### src/shared/pcs_pkg.sv
// ----------------------------------------------------------------
// Constants for the configuration and strap pin block
// ----------------------------------------------------------------
package pcs_pkg;

   // Register byte offsets on the Wishbone bus
   localparam logic [7:0] PCS_CTRL_OFS = 8'h00;  // Software-mode settings
   localparam logic [7:0] PCS_STAT_OFS = 8'h04;  // Live pin and strap state

   // Field positions, shared by both registers where they overlap
   localparam int PCS_B_SPEED = 0;  // 1 = 100Base-TX
   localparam int PCS_B_AN    = 1;  // 1 = auto-negotiation enabled
   localparam int PCS_B_DPX   = 2;  // 1 = full duplex
   localparam int PCS_B_MODE  = 3;  // 1 = software mode
   localparam int PCS_B_ADDR4 = 4;  // Captured address bit 4
   localparam int PCS_B_DONE  = 5;  // Strap captured, LED driving
   localparam int PCS_B_LED   = 6;  // Receive LED level on the pin

   // Number of mode-dependent select pins
   localparam int PCS_NSEL = 3;

   // Reset values of the software-mode settings
   localparam logic PCS_RST_SPEED = 1'b1;
   localparam logic PCS_RST_AN    = 1'b1;
   localparam logic PCS_RST_DPX   = 1'b0;

   // Phase of the multiplexed address/LED pin
   typedef enum logic [0:0] {
      PCS_ST_SAMPLE = 1'b0,  // Input, strap being sampled
      PCS_ST_DRIVE  = 1'b1   // Output, driving the LED
   } pcs_strap_st_t;

endpackage

### src/design/pcs_strap_latch.sv
`timescale 1ns/1ns
// ----------------------------------------------------------------
// Address bit 4 strap capture and receive LED driver
// ----------------------------------------------------------------
module pcs_strap_latch (
   // Clock and reset
   input  wire logic clk,
   input  wire logic rstn,
   // Multiplexed pin
   input  wire logic pin_i,
   output logic      pin_o,
   output logic      pin_oe,
   // Core side
   input  wire logic rx_activity,
   output logic      addr4,
   output logic      done
);

   pcs_pkg::pcs_strap_st_t state_reg;  // Pin phase
   logic                   addr4_reg;  // Latched strap bit
   logic                   pin_o_reg;  // LED level
   logic                   pin_oe_reg; // LED driver enable

   wire sampling = (state_reg == pcs_pkg::PCS_ST_SAMPLE);

   // Reset holds the pin as an input; the first edge after release
   // catches the strap, then the pin becomes the LED output.
   always_ff @(posedge clk or negedge rstn) begin
      if (!rstn) begin
         state_reg  <= pcs_pkg::PCS_ST_SAMPLE;
         addr4_reg  <= 1'b0;
         pin_o_reg  <= 1'b0;
         pin_oe_reg <= 1'b0;
      end else begin
         unique case (state_reg)
            pcs_pkg::PCS_ST_SAMPLE: begin
               // Board keeps the strap at a defined level here
               addr4_reg  <= pin_i;
               state_reg  <= pcs_pkg::PCS_ST_DRIVE;
               pin_oe_reg <= 1'b1;
               pin_o_reg  <= rx_activity;
            end
            pcs_pkg::PCS_ST_DRIVE: begin
               pin_o_reg  <= rx_activity;
            end
         endcase
      end
   end

   assign pin_o  = pin_o_reg;
   assign pin_oe = pin_oe_reg;
   assign addr4  = addr4_reg;
   assign done   = (state_reg == pcs_pkg::PCS_ST_DRIVE);

   // Driver stays off until the strap is taken
   chk_strap_oe_off: assert property (@(posedge clk) disable iff (!rstn)
      sampling |-> !pin_oe_reg)
      else $error("strap pin driven before capture");

   // Captured bit equals the pin level of the capture edge; the release
   // edge itself still resets the flops, so it starts no attempt
   chk_strap_capture: assert property (@(posedge clk) disable iff (!rstn)
      (rstn && sampling) |=> (addr4_reg == $past(pin_i)))
      else $error("strap bit not captured from pin");

   // Captured bit holds until the next reset
   chk_addr4_hold: assert property (@(posedge clk) disable iff (!rstn)
      (!sampling && $past(!sampling)) |-> $stable(addr4_reg))
      else $error("address bit 4 changed after capture");

   // After capture the pin drives the LED level
   chk_led_drive: assert property (@(posedge clk) disable iff (!rstn)
      !sampling |=> (pin_oe_reg && pin_o_reg == $past(rx_activity)))
      else $error("receive LED not driven");

endmodule

### src/design/pcs_sel_pin.sv
`timescale 1ns/1ns
// ----------------------------------------------------------------
// One mode-dependent select pin: input in hardware mode,
// status output in software mode
// ----------------------------------------------------------------
module pcs_sel_pin (
   // Clock and reset
   input  wire logic clk,
   input  wire logic rstn,
   // Mode and software setting
   input  wire logic mode_sw,
   input  wire logic sw_value,
   // Pin
   input  wire logic pin_i,
   output logic      pin_o,
   output logic      pin_oe,
   // Effective setting for the core
   output logic      value
);

   logic pin_o_reg;   // Level driven in software mode
   logic pin_oe_reg;  // Driver enable
   logic value_reg;   // Setting in force

   // Next values: same encoding in both directions
   wire pin_o_next  = mode_sw & sw_value;
   wire value_next  = mode_sw ? sw_value : pin_i;

   // Direction and value follow the mode each cycle
   always_ff @(posedge clk or negedge rstn) begin
      if (!rstn) begin
         pin_o_reg  <= 1'b0;
         pin_oe_reg <= 1'b0;  // Input while in reset
         value_reg  <= 1'b0;
      end else begin
         pin_oe_reg <= mode_sw;
         pin_o_reg  <= pin_o_next;
         value_reg  <= value_next;
      end
   end

   assign pin_o  = pin_o_reg;
   assign pin_oe = pin_oe_reg;
   assign value  = value_reg;

   // Hardware mode: pin is an input and sets the value
   chk_hw_input: assert property (@(posedge clk) disable iff (!rstn)
      (rstn && !mode_sw) |=> (!pin_oe_reg && value_reg == $past(pin_i)))
      else $error("select pin not an input in hardware mode");

   // Software mode: pin shows the software setting
   chk_sw_output: assert property (@(posedge clk) disable iff (!rstn)
      mode_sw |=> (pin_oe_reg && pin_o_reg == $past(sw_value)
                   && value_reg == pin_o_reg))
      else $error("select pin not showing setting in software mode");

endmodule

### src/design/pcs_phy_cfg_pins.sv
`timescale 1ns/1ns

// ----------------------------------------------------------------
// Configuration pin direction, strap capture and register slave
// ----------------------------------------------------------------
module pcs_phy_cfg_pins (
   // Clock and reset
   input  wire logic        clk,
   input  wire logic        rstn,
   // Wishbone classic slave
   input  wire logic        wb_cyc_i,
   input  wire logic        wb_stb_i,
   input  wire logic        wb_we_i,
   input  wire logic [7:0]  wb_adr_i,
   input  wire logic [3:0]  wb_sel_i,
   input  wire logic [31:0] wb_dat_i,
   output logic      [31:0] wb_dat_o,
   output logic             wb_ack_o,
   // Hardware/software mode select
   input  wire logic        mode_select_a,
   // Address bit 4 / receive LED pin
   input  wire logic        addr4_rx_led_pin_i,
   output logic             addr4_rx_led_pin_o,
   output logic             addr4_rx_led_pin_oe,
   // Speed select pin
   input  wire logic        speed_select_pin_i,
   output logic             speed_select_pin_o,
   output logic             speed_select_pin_oe,
   // Auto-negotiation select pin
   input  wire logic        autoneg_select_pin_i,
   output logic             autoneg_select_pin_o,
   output logic             autoneg_select_pin_oe,
   // Duplex select pin
   input  wire logic        duplex_select_pin_i,
   output logic             duplex_select_pin_o,
   output logic             duplex_select_pin_oe,
   // Core side
   input  wire logic        rx_activity,
   output logic             phy_addr4,
   output logic             strap_done,
   output logic             sw_mode,
   output logic             speed_100,
   output logic             autoneg_en,
   output logic             full_duplex
);

   // ----------------------------------------------------------------
   // Declarations
   // ----------------------------------------------------------------

   logic                          mode_sw_reg;  // Registered mode pin
   logic [pcs_pkg::PCS_NSEL-1:0]  ctrl_reg;     // Software settings
   logic [pcs_pkg::PCS_NSEL-1:0]  ctrl_next;    // Their next value
   logic                          ack_reg;      // Bus acknowledge
   logic [31:0]                   dat_reg;      // Read data
   logic [31:0]                   ctrl_word;    // Control read view
   logic [31:0]                   stat_word;    // Status read view

   // Select pins gathered for the per-pin loop
   logic [pcs_pkg::PCS_NSEL-1:0]  sel_pin_i;    // Pin levels
   logic [pcs_pkg::PCS_NSEL-1:0]  sel_pin_o;    // Driven levels
   logic [pcs_pkg::PCS_NSEL-1:0]  sel_pin_oe;   // Driver enables
   logic [pcs_pkg::PCS_NSEL-1:0]  sel_value;    // Settings in force

   // Strap and LED state
   logic                          strap_addr4;  // Captured bit
   logic                          strap_drive;  // LED phase

   // ----------------------------------------------------------------
   // Bus decode
   // ----------------------------------------------------------------

   // Request present on the bus
   wire wb_req   = wb_cyc_i & wb_stb_i;

   // Register hits
   wire hit_ctrl = (wb_adr_i == pcs_pkg::PCS_CTRL_OFS);
   wire hit_stat = (wb_adr_i == pcs_pkg::PCS_STAT_OFS);

   // New request not yet answered
   wire wb_start = wb_req & ~ack_reg;

   // Write commits on the edge where the master sees ack
   wire ctrl_wr  = wb_req & ack_reg & wb_we_i & hit_ctrl & wb_sel_i[0];

   // Read data, zero for unmapped offsets
   wire [31:0] rd_mux = hit_ctrl ? ctrl_word :
                        hit_stat ? stat_word : 32'h0000_0000;

   // Control register next value; only the low byte lane holds data
   assign ctrl_next = ctrl_wr ? wb_dat_i[pcs_pkg::PCS_NSEL-1:0] : ctrl_reg;

   // ----------------------------------------------------------------
   // Register read views
   // ----------------------------------------------------------------

   // Control view: settings used in software mode
   always_comb begin
      ctrl_word = 32'h0000_0000;
      ctrl_word[pcs_pkg::PCS_B_SPEED] = ctrl_reg[pcs_pkg::PCS_B_SPEED];
      ctrl_word[pcs_pkg::PCS_B_AN]    = ctrl_reg[pcs_pkg::PCS_B_AN];
      ctrl_word[pcs_pkg::PCS_B_DPX]   = ctrl_reg[pcs_pkg::PCS_B_DPX];
   end

   // Status view: settings in force and strap state
   always_comb begin
      stat_word = 32'h0000_0000;
      stat_word[pcs_pkg::PCS_B_SPEED] = sel_value[pcs_pkg::PCS_B_SPEED];
      stat_word[pcs_pkg::PCS_B_AN]    = sel_value[pcs_pkg::PCS_B_AN];
      stat_word[pcs_pkg::PCS_B_DPX]   = sel_value[pcs_pkg::PCS_B_DPX];
      stat_word[pcs_pkg::PCS_B_MODE]  = mode_sw_reg;
      stat_word[pcs_pkg::PCS_B_ADDR4] = strap_addr4;
      stat_word[pcs_pkg::PCS_B_DONE]  = strap_drive;
      stat_word[pcs_pkg::PCS_B_LED]   = addr4_rx_led_pin_o;
   end

   // ----------------------------------------------------------------
   // Bus slave registers
   // ----------------------------------------------------------------

   // Acknowledge one cycle after the request, drop it the next
   always_ff @(posedge clk or negedge rstn) begin
      if (!rstn) begin
         ack_reg <= 1'b0;
      end else begin
         ack_reg <= wb_start;
      end
   end

   // Read data taken with the acknowledge
   always_ff @(posedge clk or negedge rstn) begin
      if (!rstn) begin
         dat_reg <= 32'h0000_0000;
      end else if (wb_start) begin
         dat_reg <= rd_mux;
      end
   end

   // Software-mode settings
   always_ff @(posedge clk or negedge rstn) begin
      if (!rstn) begin
         ctrl_reg[pcs_pkg::PCS_B_SPEED] <= pcs_pkg::PCS_RST_SPEED;
         ctrl_reg[pcs_pkg::PCS_B_AN]    <= pcs_pkg::PCS_RST_AN;
         ctrl_reg[pcs_pkg::PCS_B_DPX]   <= pcs_pkg::PCS_RST_DPX;
      end else begin
         ctrl_reg <= ctrl_next;
      end
   end

   // ----------------------------------------------------------------
   // Mode select
   // ----------------------------------------------------------------

   // Low selects hardware mode, high selects software mode
   always_ff @(posedge clk or negedge rstn) begin
      if (!rstn) begin
         mode_sw_reg <= 1'b0;
      end else begin
         mode_sw_reg <= mode_select_a;
      end
   end

   // ----------------------------------------------------------------
   // Strap pin
   // ----------------------------------------------------------------

   // Reset holds the pin as input; release catches the strap
   pcs_strap_latch u_strap (
      .clk         (clk),
      .rstn        (rstn),
      .pin_i       (addr4_rx_led_pin_i),
      .pin_o       (addr4_rx_led_pin_o),
      .pin_oe      (addr4_rx_led_pin_oe),
      .rx_activity (rx_activity),
      .addr4       (strap_addr4),
      .done        (strap_drive)
   );

   // ----------------------------------------------------------------
   // Select pins
   // ----------------------------------------------------------------

   // Pin levels into the loop, in field order
   assign sel_pin_i[pcs_pkg::PCS_B_SPEED] = speed_select_pin_i;
   assign sel_pin_i[pcs_pkg::PCS_B_AN]    = autoneg_select_pin_i;
   assign sel_pin_i[pcs_pkg::PCS_B_DPX]   = duplex_select_pin_i;

   // One direction controller per pin
   for (genvar g = 0; g < pcs_pkg::PCS_NSEL; g++) begin : g_sel
      pcs_sel_pin u_sel (
         .clk      (clk),
         .rstn     (rstn),
         .mode_sw  (mode_sw_reg),
         .sw_value (ctrl_reg[g]),
         .pin_i    (sel_pin_i[g]),
         .pin_o    (sel_pin_o[g]),
         .pin_oe   (sel_pin_oe[g]),
         .value    (sel_value[g])
      );
   end

   // ----------------------------------------------------------------
   // Outputs
   // ----------------------------------------------------------------

   // Bus answer
   assign wb_ack_o = ack_reg;
   assign wb_dat_o = dat_reg;

   // Select pin drivers
   assign speed_select_pin_o    = sel_pin_o[pcs_pkg::PCS_B_SPEED];
   assign speed_select_pin_oe   = sel_pin_oe[pcs_pkg::PCS_B_SPEED];
   assign autoneg_select_pin_o  = sel_pin_o[pcs_pkg::PCS_B_AN];
   assign autoneg_select_pin_oe = sel_pin_oe[pcs_pkg::PCS_B_AN];
   assign duplex_select_pin_o   = sel_pin_o[pcs_pkg::PCS_B_DPX];
   assign duplex_select_pin_oe  = sel_pin_oe[pcs_pkg::PCS_B_DPX];

   // Settings in force and strap state for the core
   assign speed_100   = sel_value[pcs_pkg::PCS_B_SPEED];
   assign autoneg_en  = sel_value[pcs_pkg::PCS_B_AN];
   assign full_duplex = sel_value[pcs_pkg::PCS_B_DPX];
   assign sw_mode     = mode_sw_reg;
   assign phy_addr4   = strap_addr4;
   assign strap_done  = strap_drive;

   // ----------------------------------------------------------------
   // Checks
   // ----------------------------------------------------------------

   // Mode follows the select input one cycle later; the release edge
   // still resets the flop, so it starts no attempt
   chk_mode_follow: assert property (@(posedge clk) disable iff (!rstn)
      rstn |=> (mode_sw_reg == $past(mode_select_a)))
      else $error("mode does not follow mode select");

   // Hardware mode: speed taken from its pin
   chk_hw_speed: assert property (@(posedge clk) disable iff (!rstn)
      (rstn && !mode_sw_reg) |=> (!speed_select_pin_oe
                        && speed_100 == $past(speed_select_pin_i)))
      else $error("speed pin not an input in hardware mode");

   // Hardware mode: duplex taken from its pin
   chk_hw_duplex: assert property (@(posedge clk) disable iff (!rstn)
      (rstn && !mode_sw_reg) |=> (!duplex_select_pin_oe
                        && full_duplex == $past(duplex_select_pin_i)))
      else $error("duplex pin not an input in hardware mode");

   // Software mode: speed pin shows the setting
   chk_sw_speed: assert property (@(posedge clk) disable iff (!rstn)
      mode_sw_reg |=> (speed_select_pin_oe
         && speed_select_pin_o == $past(ctrl_reg[pcs_pkg::PCS_B_SPEED])))
      else $error("speed pin not showing speed");

   // Software mode: half duplex drives the pin low
   chk_sw_duplex: assert property (@(posedge clk) disable iff (!rstn)
      (mode_sw_reg && !ctrl_reg[pcs_pkg::PCS_B_DPX])
         |=> (duplex_select_pin_oe && !duplex_select_pin_o))
      else $error("duplex pin not low for half duplex");

   // Software mode: full duplex and 100 drive the pins high
   chk_sw_high: assert property (@(posedge clk) disable iff (!rstn)
      (mode_sw_reg && ctrl_reg[pcs_pkg::PCS_B_DPX]
                   && ctrl_reg[pcs_pkg::PCS_B_SPEED])
         |=> (duplex_select_pin_o && speed_select_pin_o))
      else $error("pin encoding differs from hardware mode");

   // Every new request is answered next cycle, for one cycle
   chk_ack_once: assert property (@(posedge clk) disable iff (!rstn)
      wb_start |=> (ack_reg ##1 !ack_reg))
      else $error("acknowledge not a single cycle");

   // A control write lands in the settings
   chk_ctrl_write: assert property (@(posedge clk) disable iff (!rstn)
      ctrl_wr |=> (ctrl_reg == $past(wb_dat_i[pcs_pkg::PCS_NSEL-1:0])))
      else $error("control write lost");

endmodule

### config.mk
export PLATFORM = sky130hd
export DESIGN_NAME = pcs_phy_cfg_pins
export DESIGN_NICKNAME = d
export VERILOG_FILES = /design/src/shared/pcs_pkg.sv /design/src/design/pcs_strap_latch.sv /design/src/design/pcs_sel_pin.sv /design/src/design/pcs_phy_cfg_pins.sv
export SDC_FILE = /design/constraint.sdc
export NUM_CORES = 1
export LEC_CHECK = 0
export BUFFER_PORTS_ARGS = -buffer_cell sky130_fd_sc_hd__buf_4
export CORE_MARGIN = 2
export CORE_UTILIZATION = 33
export DETAILED_ROUTE_END_ITERATION = 8
export PLACE_DENSITY = 0.82
export RECOVER_POWER = 50
export SYNTH_ARGS = -nofsm -noshare
export SYNTH_HDL_FRONTEND = slang
export SYNTH_SLANG_ARGS = --single-unit
### constraint.sdc
create_clock -name clk -period 1.1 [get_ports clk]
set_input_delay 0.11 -clock clk [delete_from_list [all_inputs] [get_ports clk]]
set_output_delay 0.11 -clock clk [all_outputs]
set_load 0.05 [all_outputs]
==> flow_metrics.tcl, run 1 <==
set metrics [dict create \
    synth_largest_type_area_fraction_pct 48.11 \
    timing.critical_path.required_ns 1.32 \
    place_hpwl_um 1632 \
    detailedRoute.firstPassIterationCount 4 \
    hold_viol 0 \
    clock_power_share_pct 22.4 \
    run_status "finished with violations" \
    syn2layout_area_growth_pct 42.15 \
    power.static_leakage_nw 0.7904 \
    unrepaired_setup_endpoints_after_global_routing "true" \
    clkTransAtPathRegs_ns 0.12 \
    viasPerCell 4.346 \
    worstHoldPathCells 2 \
    finish.net_count 203 \
    clkLatencyLatePin_ns 0.32 \
    num_rows 20 \
    detailed_place.area_um2 1404 \
    totalWireLength_um 2348 \
    ys_seq_area_share_pct 52.92 \
    placeableCoreArea_um2 3103 \
    swShare_pct 35.74 \
    htree_levels 1 \
    worst_setup_path_end_kind "flop" \
    drt_first_iter_violations 14 \
    n_antenna_cell 0 \
    cts-root-buf "sky130_fd_sc_hd__clkbuf_4" \
    setup.worst_path.start "wb_ack_o" \
    r2r_slack_ns -0.02 \
    initial_core_util_pct 35.20 \
    grt_overflow_total 0 \
    clkSinkCount 23 \
    crit_path_end "ctrl_reg[2]" \
    clock_tree_from_tritoncts "built" \
    r2r-end "ctrl_reg[2]" \
    arrival_ns 1.34 \
    p_int_w 0.001125 \
    routed_wire_length_per_instance_um 12.29 \
    pwr-share-comb_pct 27.3 \
    synth-async-reset-ratio_pct 100.0 \
    synth-edff-count 0 \
    postLayoutCellArea_um2 1553 \
    die_footprint_um2 3786 \
    synth_top_flop_cell "sky130_fd_sc_hd__dfrtp_1" \
    placement.io_buffers 44 \
    sequential_group_share_of_total_power_pct 50.3 \
    synth_area_per_cell_um2 11.50 \
    die_w_um 61.53 \
    cts-buffers-inserted 3 \
    grt_first_pass_wirelength_um 3601 \
    fin_ws_ns -0.02117 \
    worst_slew_pin_slew_ns 0.5481 \
    routabilityCongestion 0.7166 \
    critical_path.max_fanout 3 \
    synth_top_cells_by_count "27 x sky130_fd_sc_hd__buf_4, 21 x sky130_fd_sc_hd__dfrtp_1, 12 x sky130_fd_sc_hd__nand2_1" \
    post_synth_top_area_cell "sky130_fd_sc_hd__dfrtp_1" \
    synth.top_cells.by_area "sky130_fd_sc_hd__dfrtp_1 48%, sky130_fd_sc_hd__buf_4 19%, sky130_fd_sc_hd__dfstp_2 4.8%" \
    finClkSkew_ns 0.002260 \
    synthesis.instances 95 \
    failed_checks "setup timing" \
    worst_min_path_class "in -> reg" \
    grt_pass1_vias 824 \
    power_density_nw_per_um2 1127 \
    crit-reg2reg-launch "wb_ack_o" \
    layout-drive-gt1-share_pct 50.34 \
    synth_seq_cells 23 \
    path_depth_of_the_worst_reg2reg_path 3 \
    slew-limit-headroom_pct 63.46 \
    start_kind "flop" \
    clock_path_buffers 2 \
    floorplan.io_pins 102 \
    grt_usage_pct 13.32 \
    achievable-frequency_mhz 891.9 \
    largest_reg_flops 7 \
    report.final.setup_viol 3 \
    grt_start_max_net_pins 24 \
    maximum_resistive_drop_on_vdd_mv 0.9228 \
    max_cap_violations 0 \
    max_slew_violation_count 0 \
    ys_types 21 \
    antenna_violations_before_repair 0 \
    finalWorstPathRequiredPeriod_ns 1.121 \
    post-route-drc-count 0 \
    switching_power_w 0.0006257 \
    via_count 830 \
    min_period_over_period_pct 101.9 \
    die_h_um 61.53 \
    setup.worst_path.class "reg -> reg" \
    fill_cells 257 \
    ant_nets 0 \
    place_worst_setup_slack_ns -0.1476 \
    yosys_warnings 0 \
    syn_area_um2 1092 \
    synthMostInstantiatedCell "sky130_fd_sc_hd__buf_4" \
]
[kinds of logic (layout without fill, tap and decap cells)]
logic type             Yosys count  in the layout  share of synthesized area [%]
buffers and inverters           30             58                          19.59
DFF                             23             23                          52.92
muxes                           10             10                          9.965
and+or+nand+nor                 23             23                          12.94
other                            2             26                         0.6875
AOI/OAI and AO/OA                7              7                          3.895
[metal layers]
metal | vias to the layer above | GRT usage (%) | routed length, µm
met5 | - | 0 | 0
met4 | 0 | 7.295 | 58
met3 | 5 | 3.571 | 245
met2 | 61 | 23.61 | 1285
met1 | 400 | 14.25 | 758
li1 | 364 | - | -
[cell usage in the layout (no fill, tap or decap), types with 2 or more instances in the layout]
cell type | Yosys | final
sky130_fd_sc_hd__dfrtp_1 | 21 | 18
sky130_fd_sc_hd__mux2i_1 | 3 | 3
sky130_fd_sc_hd__dfrtp_2 | 0 | 3
sky130_fd_sc_hd__o31ai_4 | 0 | 2
sky130_fd_sc_hd__conb_1 | 2 | 26
sky130_fd_sc_hd__nand2_1 | 12 | 10
sky130_fd_sc_hd__dfstp_2 | 2 | 2
sky130_fd_sc_hd__mux2_2 | 4 | 4
sky130_fd_sc_hd__buf_4 | 27 | 42
sky130_fd_sc_hd__clkbuf_4 | 0 | 5
sky130_fd_sc_hd__dlygate4sd3_1 | 0 | 5
sky130_fd_sc_hd__buf_6 | 0 | 3
sky130_fd_sc_hd__and2_1 | 3 | 3
sky130_fd_sc_hd__mux2_4 | 0 | 3
sky130_fd_sc_hd__nand2_4 | 0 | 2
sky130_fd_sc_hd__o21ai_1 | 0 | 4
[power by group through the flow]
stage,Clock (W),Combinational [W],Sequential [W]
after floorplan,0,0.000320,0.000967
after global placement,0,0.000438,0.000899
after detailed placement,0,0.000444,0.000900
after CTS,0.000399,0.000465,0.000880
after global routing,0.000426,0.000504,0.000884
final,0.000392,0.000477,0.000881
[metrics by stage]
step	hold slack (ns)	cells	utilization, %	TNS (ns)	power [W]
global route	0.001598	191	50.04	-0.5036	0.001814
detailed placement	0.01316	181	45.24	-0.4999	0.001344
floorplan	-0.1856	119	-	-0.6238	0.001287
CTS	0.002459	191	47.98	-0.005096	0.001745
finish	0.007364	191	50.04	-0.05738	0.001750
global placement	0.005541	181	45.24	-0.3500	0.001337
[critical path: stages (launching register included)]
cell,delay (ns)
sky130_fd_sc_hd__dfrtp_2,0.39
sky130_fd_sc_hd__nor2b_4,0.16
sky130_fd_sc_hd__nand4_4,0.14
sky130_fd_sc_hd__mux2_4,0.33
[how the worst min path moves through the flow]
| stage | endpoint | start | slack (ns) |
|---|---|---|---|
| 2_1_floorplan | ctrl_reg[2] | rstn | -0.19 |
| 3_3_place_gp | g_sel[0].u_sel.pin_o | rstn | 0.006 |
| 3_5_place_dp | g_sel[0].u_sel.value | rstn | 0.01 |
| 4_1_cts | ctrl_reg[2] | wb_dat_i[2] | 0.002 |
| 5_1_grt | ctrl_reg[2] | wb_dat_i[2] | 0.002 |
| 6_report | ctrl_reg[2] | wb_dat_i[2] | 0.007 |
[what timing repair did]
| action | in CTS | in global routing |
|---|---|---|
| endpoints found under the setup margin | 2 | 10 |
| buffers inserted | 1 | 0 |
| cloned | 0 | 0 |
| hold endpoints to repair | 27 | 0 |
| hold buffers | 5 | 0 |
| gates resized for setup | 0 | 15 |
[final cells by class]
cell class                 count  area (µm²)  area share [%]
sequential                    23       581.8           37.47
multi-input combinational     66       465.4           29.98
timing repair buffer          53       419.2           26.99
tap                           44       55.05           3.546
clock buffer                   3       22.52           1.450
clock inverter                 1       5.005          0.3223
inverter                       1       3.754          0.2417
Note: power is estimated with default switching activity, not from simulation.
==> inputs of run 2 (changes only) <==
--- a/config.mk
+++ b/config.mk
@@ -9,6 +9,7 @@
 export CORE_MARGIN = 2
 export CORE_UTILIZATION = 33
 export DETAILED_ROUTE_END_ITERATION = 8
+export MAX_ROUTING_LAYER = met4
 export PLACE_DENSITY = 0.82
 export RECOVER_POWER = 50
 export SYNTH_ARGS = -nofsm -noshare
==> run 2 against run 1 <==
  * The flow still finishes with violations (setup timing)
  * Combinational power about the same
  * Final cell count unchanged
  * Register-to-register slack about the same
  * Hold slack worse by 0.0012 ns
  * Cell area unchanged
  * Critical path depth unchanged
  * Sequential share of layout area unchanged
  * Worst setup slack about the same
  * Non-clock buffer count unchanged
==> flow_metrics.tcl, run 2 (synthesis gave the netlist of run 1 again) <==
set metrics [dict create \
    placedCellCount 181 \
    arrival_ns 1.35 \
    start_kind "flop" \
    maximum_resistive_drop_on_vdd_mv 0.9250 \
    largest_reg_flops 7 \
    r2r_slack_ns -0.02 \
    finClkSkew_ns 0.002923 \
    max_cap_violations 0 \
    setup.worst_path.start "wb_ack_o" \
    failed_checks "setup timing" \
    routabilityCongestion 0.7249 \
    critical_path.max_fanout 3 \
    place_worst_setup_slack_ns -0.1476 \
    viasPerCell 4.330 \
    place_hpwl_um 1632 \
    layout.core_utilization_pct 50.04 \
    cts-buffers-inserted 3 \
    hold_start "wb_dat_i[2]" \
    totalWireLength_um 2349 \
    syn2layout_area_growth_pct 42.15 \
    run_status "finished with violations" \
    report.final.setup_viol 3 \
    worst_min_path_class "in -> reg" \
    layout_common_cells "42 x sky130_fd_sc_hd__buf_4, 26 x sky130_fd_sc_hd__conb_1, 18 x sky130_fd_sc_hd__dfrtp_1" \
    timing.critical_path.buf_inv 0 \
    die_footprint_um2 3786 \
    clock_path_buffers 2 \
    n_antenna_cell 0 \
    hold_viol 0 \
    post-route-drc-count 0 \
    fin_ws_ns -0.02091 \
    grt_pass1_vias 818 \
    layout-drive-gt1-share_pct 50.34 \
    timing.critical_path.required_ns 1.32 \
    power.static_leakage_nw 0.7904 \
    postLayoutCellArea_um2 1553 \
    clkSinkCount 23 \
    grt_overflow_total 0 \
    detailedRoute.firstPassIterationCount 4 \
    slew-limit-headroom_pct 63.96 \
    die_w_um 61.53 \
    final-instance-count-excl-fill 191 \
    cpLargestDelayFamily "flip-flops" \
    via_count 827 \
    min_period_over_period_pct 101.9 \
    clkTransAtPathRegs_ns 0.12 \
    critical-path-slowest-cell "sky130_fd_sc_hd__dfrtp_2" \
    achievable-frequency_mhz 892.1 \
    grt_first_pass_wirelength_um 3615 \
    worst_slew_pin_slew_ns 0.5406 \
    num_rows 20 \
    initial_core_util_pct 35.20 \
    layout_commonest_cell "sky130_fd_sc_hd__buf_4" \
    setup.worst_path.class "reg -> reg" \
    antenna_violations_before_repair 0 \
    detailed_place.area_um2 1404 \
    worst_setup_path_end_kind "flop" \
    power_density_nw_per_um2 1128 \
    grt_usage_pct 13.82 \
    grt_start_max_net_pins 24 \
    clkLatencyLatePin_ns 0.32 \
    max_slew_violation_count 0 \
    floorplan.io_pins 102 \
    cts-root-buf "sky130_fd_sc_hd__clkbuf_4" \
    path_cells "nor2b_4 > nand4_4 > mux2_4" \
    crit-reg2reg-launch "wb_ack_o" \
    clock_tree_from_tritoncts "built" \
    drt_first_iter_violations 10 \
    routed_wire_length_per_instance_um 12.30 \
    htree_levels 1 \
    die_h_um 61.53 \
    placeableCoreArea_um2 3103 \
    unrepaired_setup_endpoints_after_global_routing "true" \
    max_stage_delay_ns 0.39 \
    ant_nets 0 \
    placement.io_buffers 44 \
    finish.net_count 203 \
    finalWorstPathRequiredPeriod_ns 1.121 \
]
==> run 2: cell counts in the layout (fill, tap and decap cells not counted) <==
No cell type changed its count.
==> run 2: report_power, final <==
part / internal (W) / switching [W]
clock network: 0.000137 / 0.000257
registers: 0.000866 / 0.0000147
logic: 0.000122 / 0.000356
total: 0.00112 / 0.000627
==> run 2: area by class of cell <==
| class | instances | area, µm² |
|---|---|---|
| well taps | 44 | 55.05 |
| flip-flops and latches | 23 | 581.8 |
| fillers | 257 | 1550 |
| inverters | 1 | 3.754 |
| clock buffers | 3 | 22.52 |
| multi-input cells | 66 | 465.4 |
| repair buffers | 53 | 419.2 |
| clock inverters | 1 | 5.005 |
==> run 2: worst reg2reg max path: stages (launching register included) <==
cell and delay [ns]:
sky130_fd_sc_hd__dfrtp_2 0.39, sky130_fd_sc_hd__nor2b_4 0.16, sky130_fd_sc_hd__nand4_4 0.14, sky130_fd_sc_hd__mux2_4 0.33
==> run 2: path summary, 6_finish.rpt <==
kind,cells after the start,to
worst min-delay path,2,ctrl_reg[2]
max in group asynchronous,2,u_strap.done
min in group asynchronous,2,g_sel[0].u_sel.pin_o
worst max register to register,3,ctrl_reg[2]
worst min register to register,2,wb_dat_o[6]
worst max-delay path,3,ctrl_reg[2]
==> run 2: what timing repair did <==
item | CTS | global route
endpoints found under the hold margin | 27 | 0
endpoints found under the setup margin | 2 | 10
gates resized for setup | 0 | 15
hold buffers | 5 | 0
buffers inserted | 1 | 0
==> run 2: routing by layer <==
| metal | routed length, µm | vias to the layer above | part of all wire [%] | global-route usage [%] |
|---|---|---|---|---|
| met2 | 1256 | 61 | 53 | 23.31 |
| met3 | 219 | 5 | 9.3 | 3.361 |
| li1 | - | 365 | - | - |
| met1 | 814 | 396 | 35 | 14.91 |
| met4 | 58 | 0 | 2.5 | 7.295 |
| met5 | 0 | - | 0 | - |
==> run 2: metrics by stage <==
| stage | setup TNS (ns) | hold slack (ns) | total power, W |
|---|---|---|---|
| floorplan | -0.6238 | -0.1856 | 0.001287 |
| global placement | -0.3500 | 0.005541 | 0.001337 |
| detailed placement | -0.4999 | 0.01316 | 0.001344 |
| CTS | -0.005096 | 0.002459 | 0.001745 |
| global route | -0.5030 | 0.001598 | 0.001814 |
| finish | -0.05602 | 0.006159 | 0.001752 |
==> inputs of run 3 (changes only) <==
--- a/config.mk
+++ b/config.mk
@@ -6,12 +6,11 @@
 export NUM_CORES = 1
 export LEC_CHECK = 0
 export BUFFER_PORTS_ARGS = -buffer_cell sky130_fd_sc_hd__buf_4
-export CORE_MARGIN = 2
+export CORE_MARGIN = 5
 export CORE_UTILIZATION = 33
 export DETAILED_ROUTE_END_ITERATION = 8
 export MAX_ROUTING_LAYER = met4
 export PLACE_DENSITY = 0.82
-export RECOVER_POWER = 50
 export SYNTH_ARGS = -nofsm -noshare
 export SYNTH_HDL_FRONTEND = slang
 export SYNTH_SLANG_ARGS = --single-unit
==> run 3 against run 2 <==
  * The run still ends with setup timing left
  * First-iteration DRC count up 40%
  * Hold slack better by 0.013 ns
  * Die area up 20%
  * Register-to-register slack about the same
  * Combinational power about the same
  * Fmax up 0.15%
  * Non-clock buffer count up 1
  * Clock power down 2%
  * Sequential power about the same
==> flow_metrics.tcl, run 3 (synthesis gave the netlist of run 1 again) <==
set metrics [dict create \
    cts-buffers-inserted 3 \
    setup.worst_path.class "reg -> reg" \
    finClkSkew_ns 0.004908 \
    sequential_group_share_of_total_power_pct 50.4 \
    failed_checks "setup timing" \
    critical_path.max_fanout 3 \
    arrival_ns 1.33 \
    antenna_violations_before_repair 0 \
    hold_viol 0 \
    finish.net_count 204 \
    postLayoutCellArea_um2 1577 \
    grt_overflow_total 0 \
    grt_usage_pct 11.93 \
    clock_path_buffers 2 \
    clkLatencyLatePin_ns 0.31 \
    viasPerCell 4.130 \
    clock_power_share_pct 22.1 \
    ant_nets 0 \
    grt_first_pass_wirelength_um 3857 \
    detailedRoute.firstPassIterationCount 4 \
    n_antenna_cell 0 \
    min_period_over_period_pct 101.8 \
    worst_setup_path_end_kind "flop" \
    final-instance-count-excl-fill 192 \
    clkTransAtPathRegs_ns 0.12 \
    switching_power_w 0.0006195 \
    initial_core_util_pct 35.20 \
    syn2layout_area_growth_pct 44.33 \
    die_w_um 67.53 \
    place_hpwl_um 1880 \
    layout_commonest_cell "sky130_fd_sc_hd__buf_4" \
    power.static_leakage_nw 0.7928 \
    fill_cells 254 \
    post-route-drc-count 0 \
    power_density_nw_per_um2 1109 \
    routabilityCongestion 0.7002 \
    die_footprint_um2 4560 \
    largest_reg_flops 7 \
    placement.io_buffers 44 \
    report.final.setup_viol 4 \
    detailed_place.area_um2 1411 \
    area.sequential_um2 581.8 \
    placeableCoreArea_um2 3103 \
    drt_first_iter_violations 14 \
    worst_min_path_class "in -> reg" \
    timing.critical_path.required_ns 1.31 \
    swShare_pct 35.42 \
    grt_start_max_net_pins 24 \
    cts-root-buf "sky130_fd_sc_hd__clkbuf_4" \
    achievable-frequency_mhz 893.4 \
    p_int_w 0.001129 \
    run_status "finished with violations" \
    fin_ws_ns -0.01928 \
    via_count 793 \
    htree_levels 1 \
    pwr-share-comb_pct 27.5 \
    start_kind "flop" \
    maximum_resistive_drop_on_vdd_mv 0.9078 \
    layout-drive-gt1-share_pct 51.35 \
    multiInputGateArea_um2 476.7 \
    place_worst_setup_slack_ns -0.09304 \
    clkSinkCount 23 \
    totalWireLength_um 2480 \
    routed_wire_length_per_instance_um 12.92 \
    max_slew_violation_count 0 \
    finalWorstPathRequiredPeriod_ns 1.119 \
    layout_common_cells "46 x sky130_fd_sc_hd__buf_4, 26 x sky130_fd_sc_hd__conb_1, 18 x sky130_fd_sc_hd__dfrtp_1" \
    clock_tree_from_tritoncts "built" \
    max_cap_violations 0 \
    die_h_um 67.53 \
    grt_pass1_vias 838 \
    num_rows 20 \
    floorplan.io_pins 102 \
    unrepaired_setup_endpoints_after_global_routing "true" \
    placedCellCount 182 \
    fin_total_pwr_w 0.001749 \
]
run 3: metrics by stage:
stage / setup TNS [ns] / util (%) / hold slack, ns
after global placement: -0.4740 / 45.48 / 0.008451
after global routing: -0.2283 / 50.81 / 0.007179
final: -0.04392 / 50.81 / 0.01915
after detailed placement: -0.5948 / 45.48 / 0.01574
after floorplan: -0.6238 / - / -0.1856
after CTS: -0.01674 / 47.98 / 0.002503
run 3: path summary, 6_finish.rpt:
kind / from / endpoint / slack [ns] / depth (start not counted)
max: wb_ack_o / ctrl_reg[2] / -0.02 / 3
min: speed_select_pin_i / g_sel[0].u_sel.value / 0.02 / 2
max reg2reg: wb_ack_o / ctrl_reg[2] / -0.02 / 3
min reg2reg: u_strap.pin_oe / u_strap.pin_oe / 0.49 / 1
max in group asynchronous: rstn / ctrl_reg[0] / 0.62 / 2
min in group asynchronous: rstn / g_sel[1].u_sel.pin_o / 0.21 / 2
run 3: per-layer routing:
layer  share of wire [%]  global-route usage (%)  vias to the layer above
met3                  12                   2.329                        5
met5                   0                       -                        -
li1                    -                       -                      367
met1                  35                   13.29                      364
met2                  51                   20.17                       57
met4                 2.4                   6.076                        0
run 3: final cells by class:
type | instances | share of cell area, %
clock buffers | 3 | 1.429
clock inverters | 1 | 0.4762
inverters | 1 | 0.2381
multi-input cells | 66 | 30.24
flip-flops and latches | 23 | 36.90
well taps | 44 | 3.492
repair buffers | 54 | 27.22
run 3: what timing repair did:
item	in CTS	in global routing
setup endpoints to repair	2	10
gates cloned	0	0
hold buffers	4	1
resized for setup	0	18
hold endpoints to repair	26	1
setup buffers	1	0
pin swaps	0	0
run 3: power by group through the flow:
stage / clock network [W] / registers [W] / logic [W]
after floorplan: 0 / 0.000967 / 0.000320
after global placement: 0 / 0.000899 / 0.000440
after global routing: 0.000438 / 0.000884 / 0.000506
after CTS: 0.000410 / 0.000881 / 0.000465
after detailed placement: 0 / 0.000900 / 0.000446
final: 0.000387 / 0.000881 / 0.000481
run 3: critical path, stage by stage, from the launching register on:
cell	delay, ns
sky130_fd_sc_hd__dfrtp_2	0.40
sky130_fd_sc_hd__nor2b_4	0.16
sky130_fd_sc_hd__nand4_4	0.13
sky130_fd_sc_hd__mux2_4	0.33
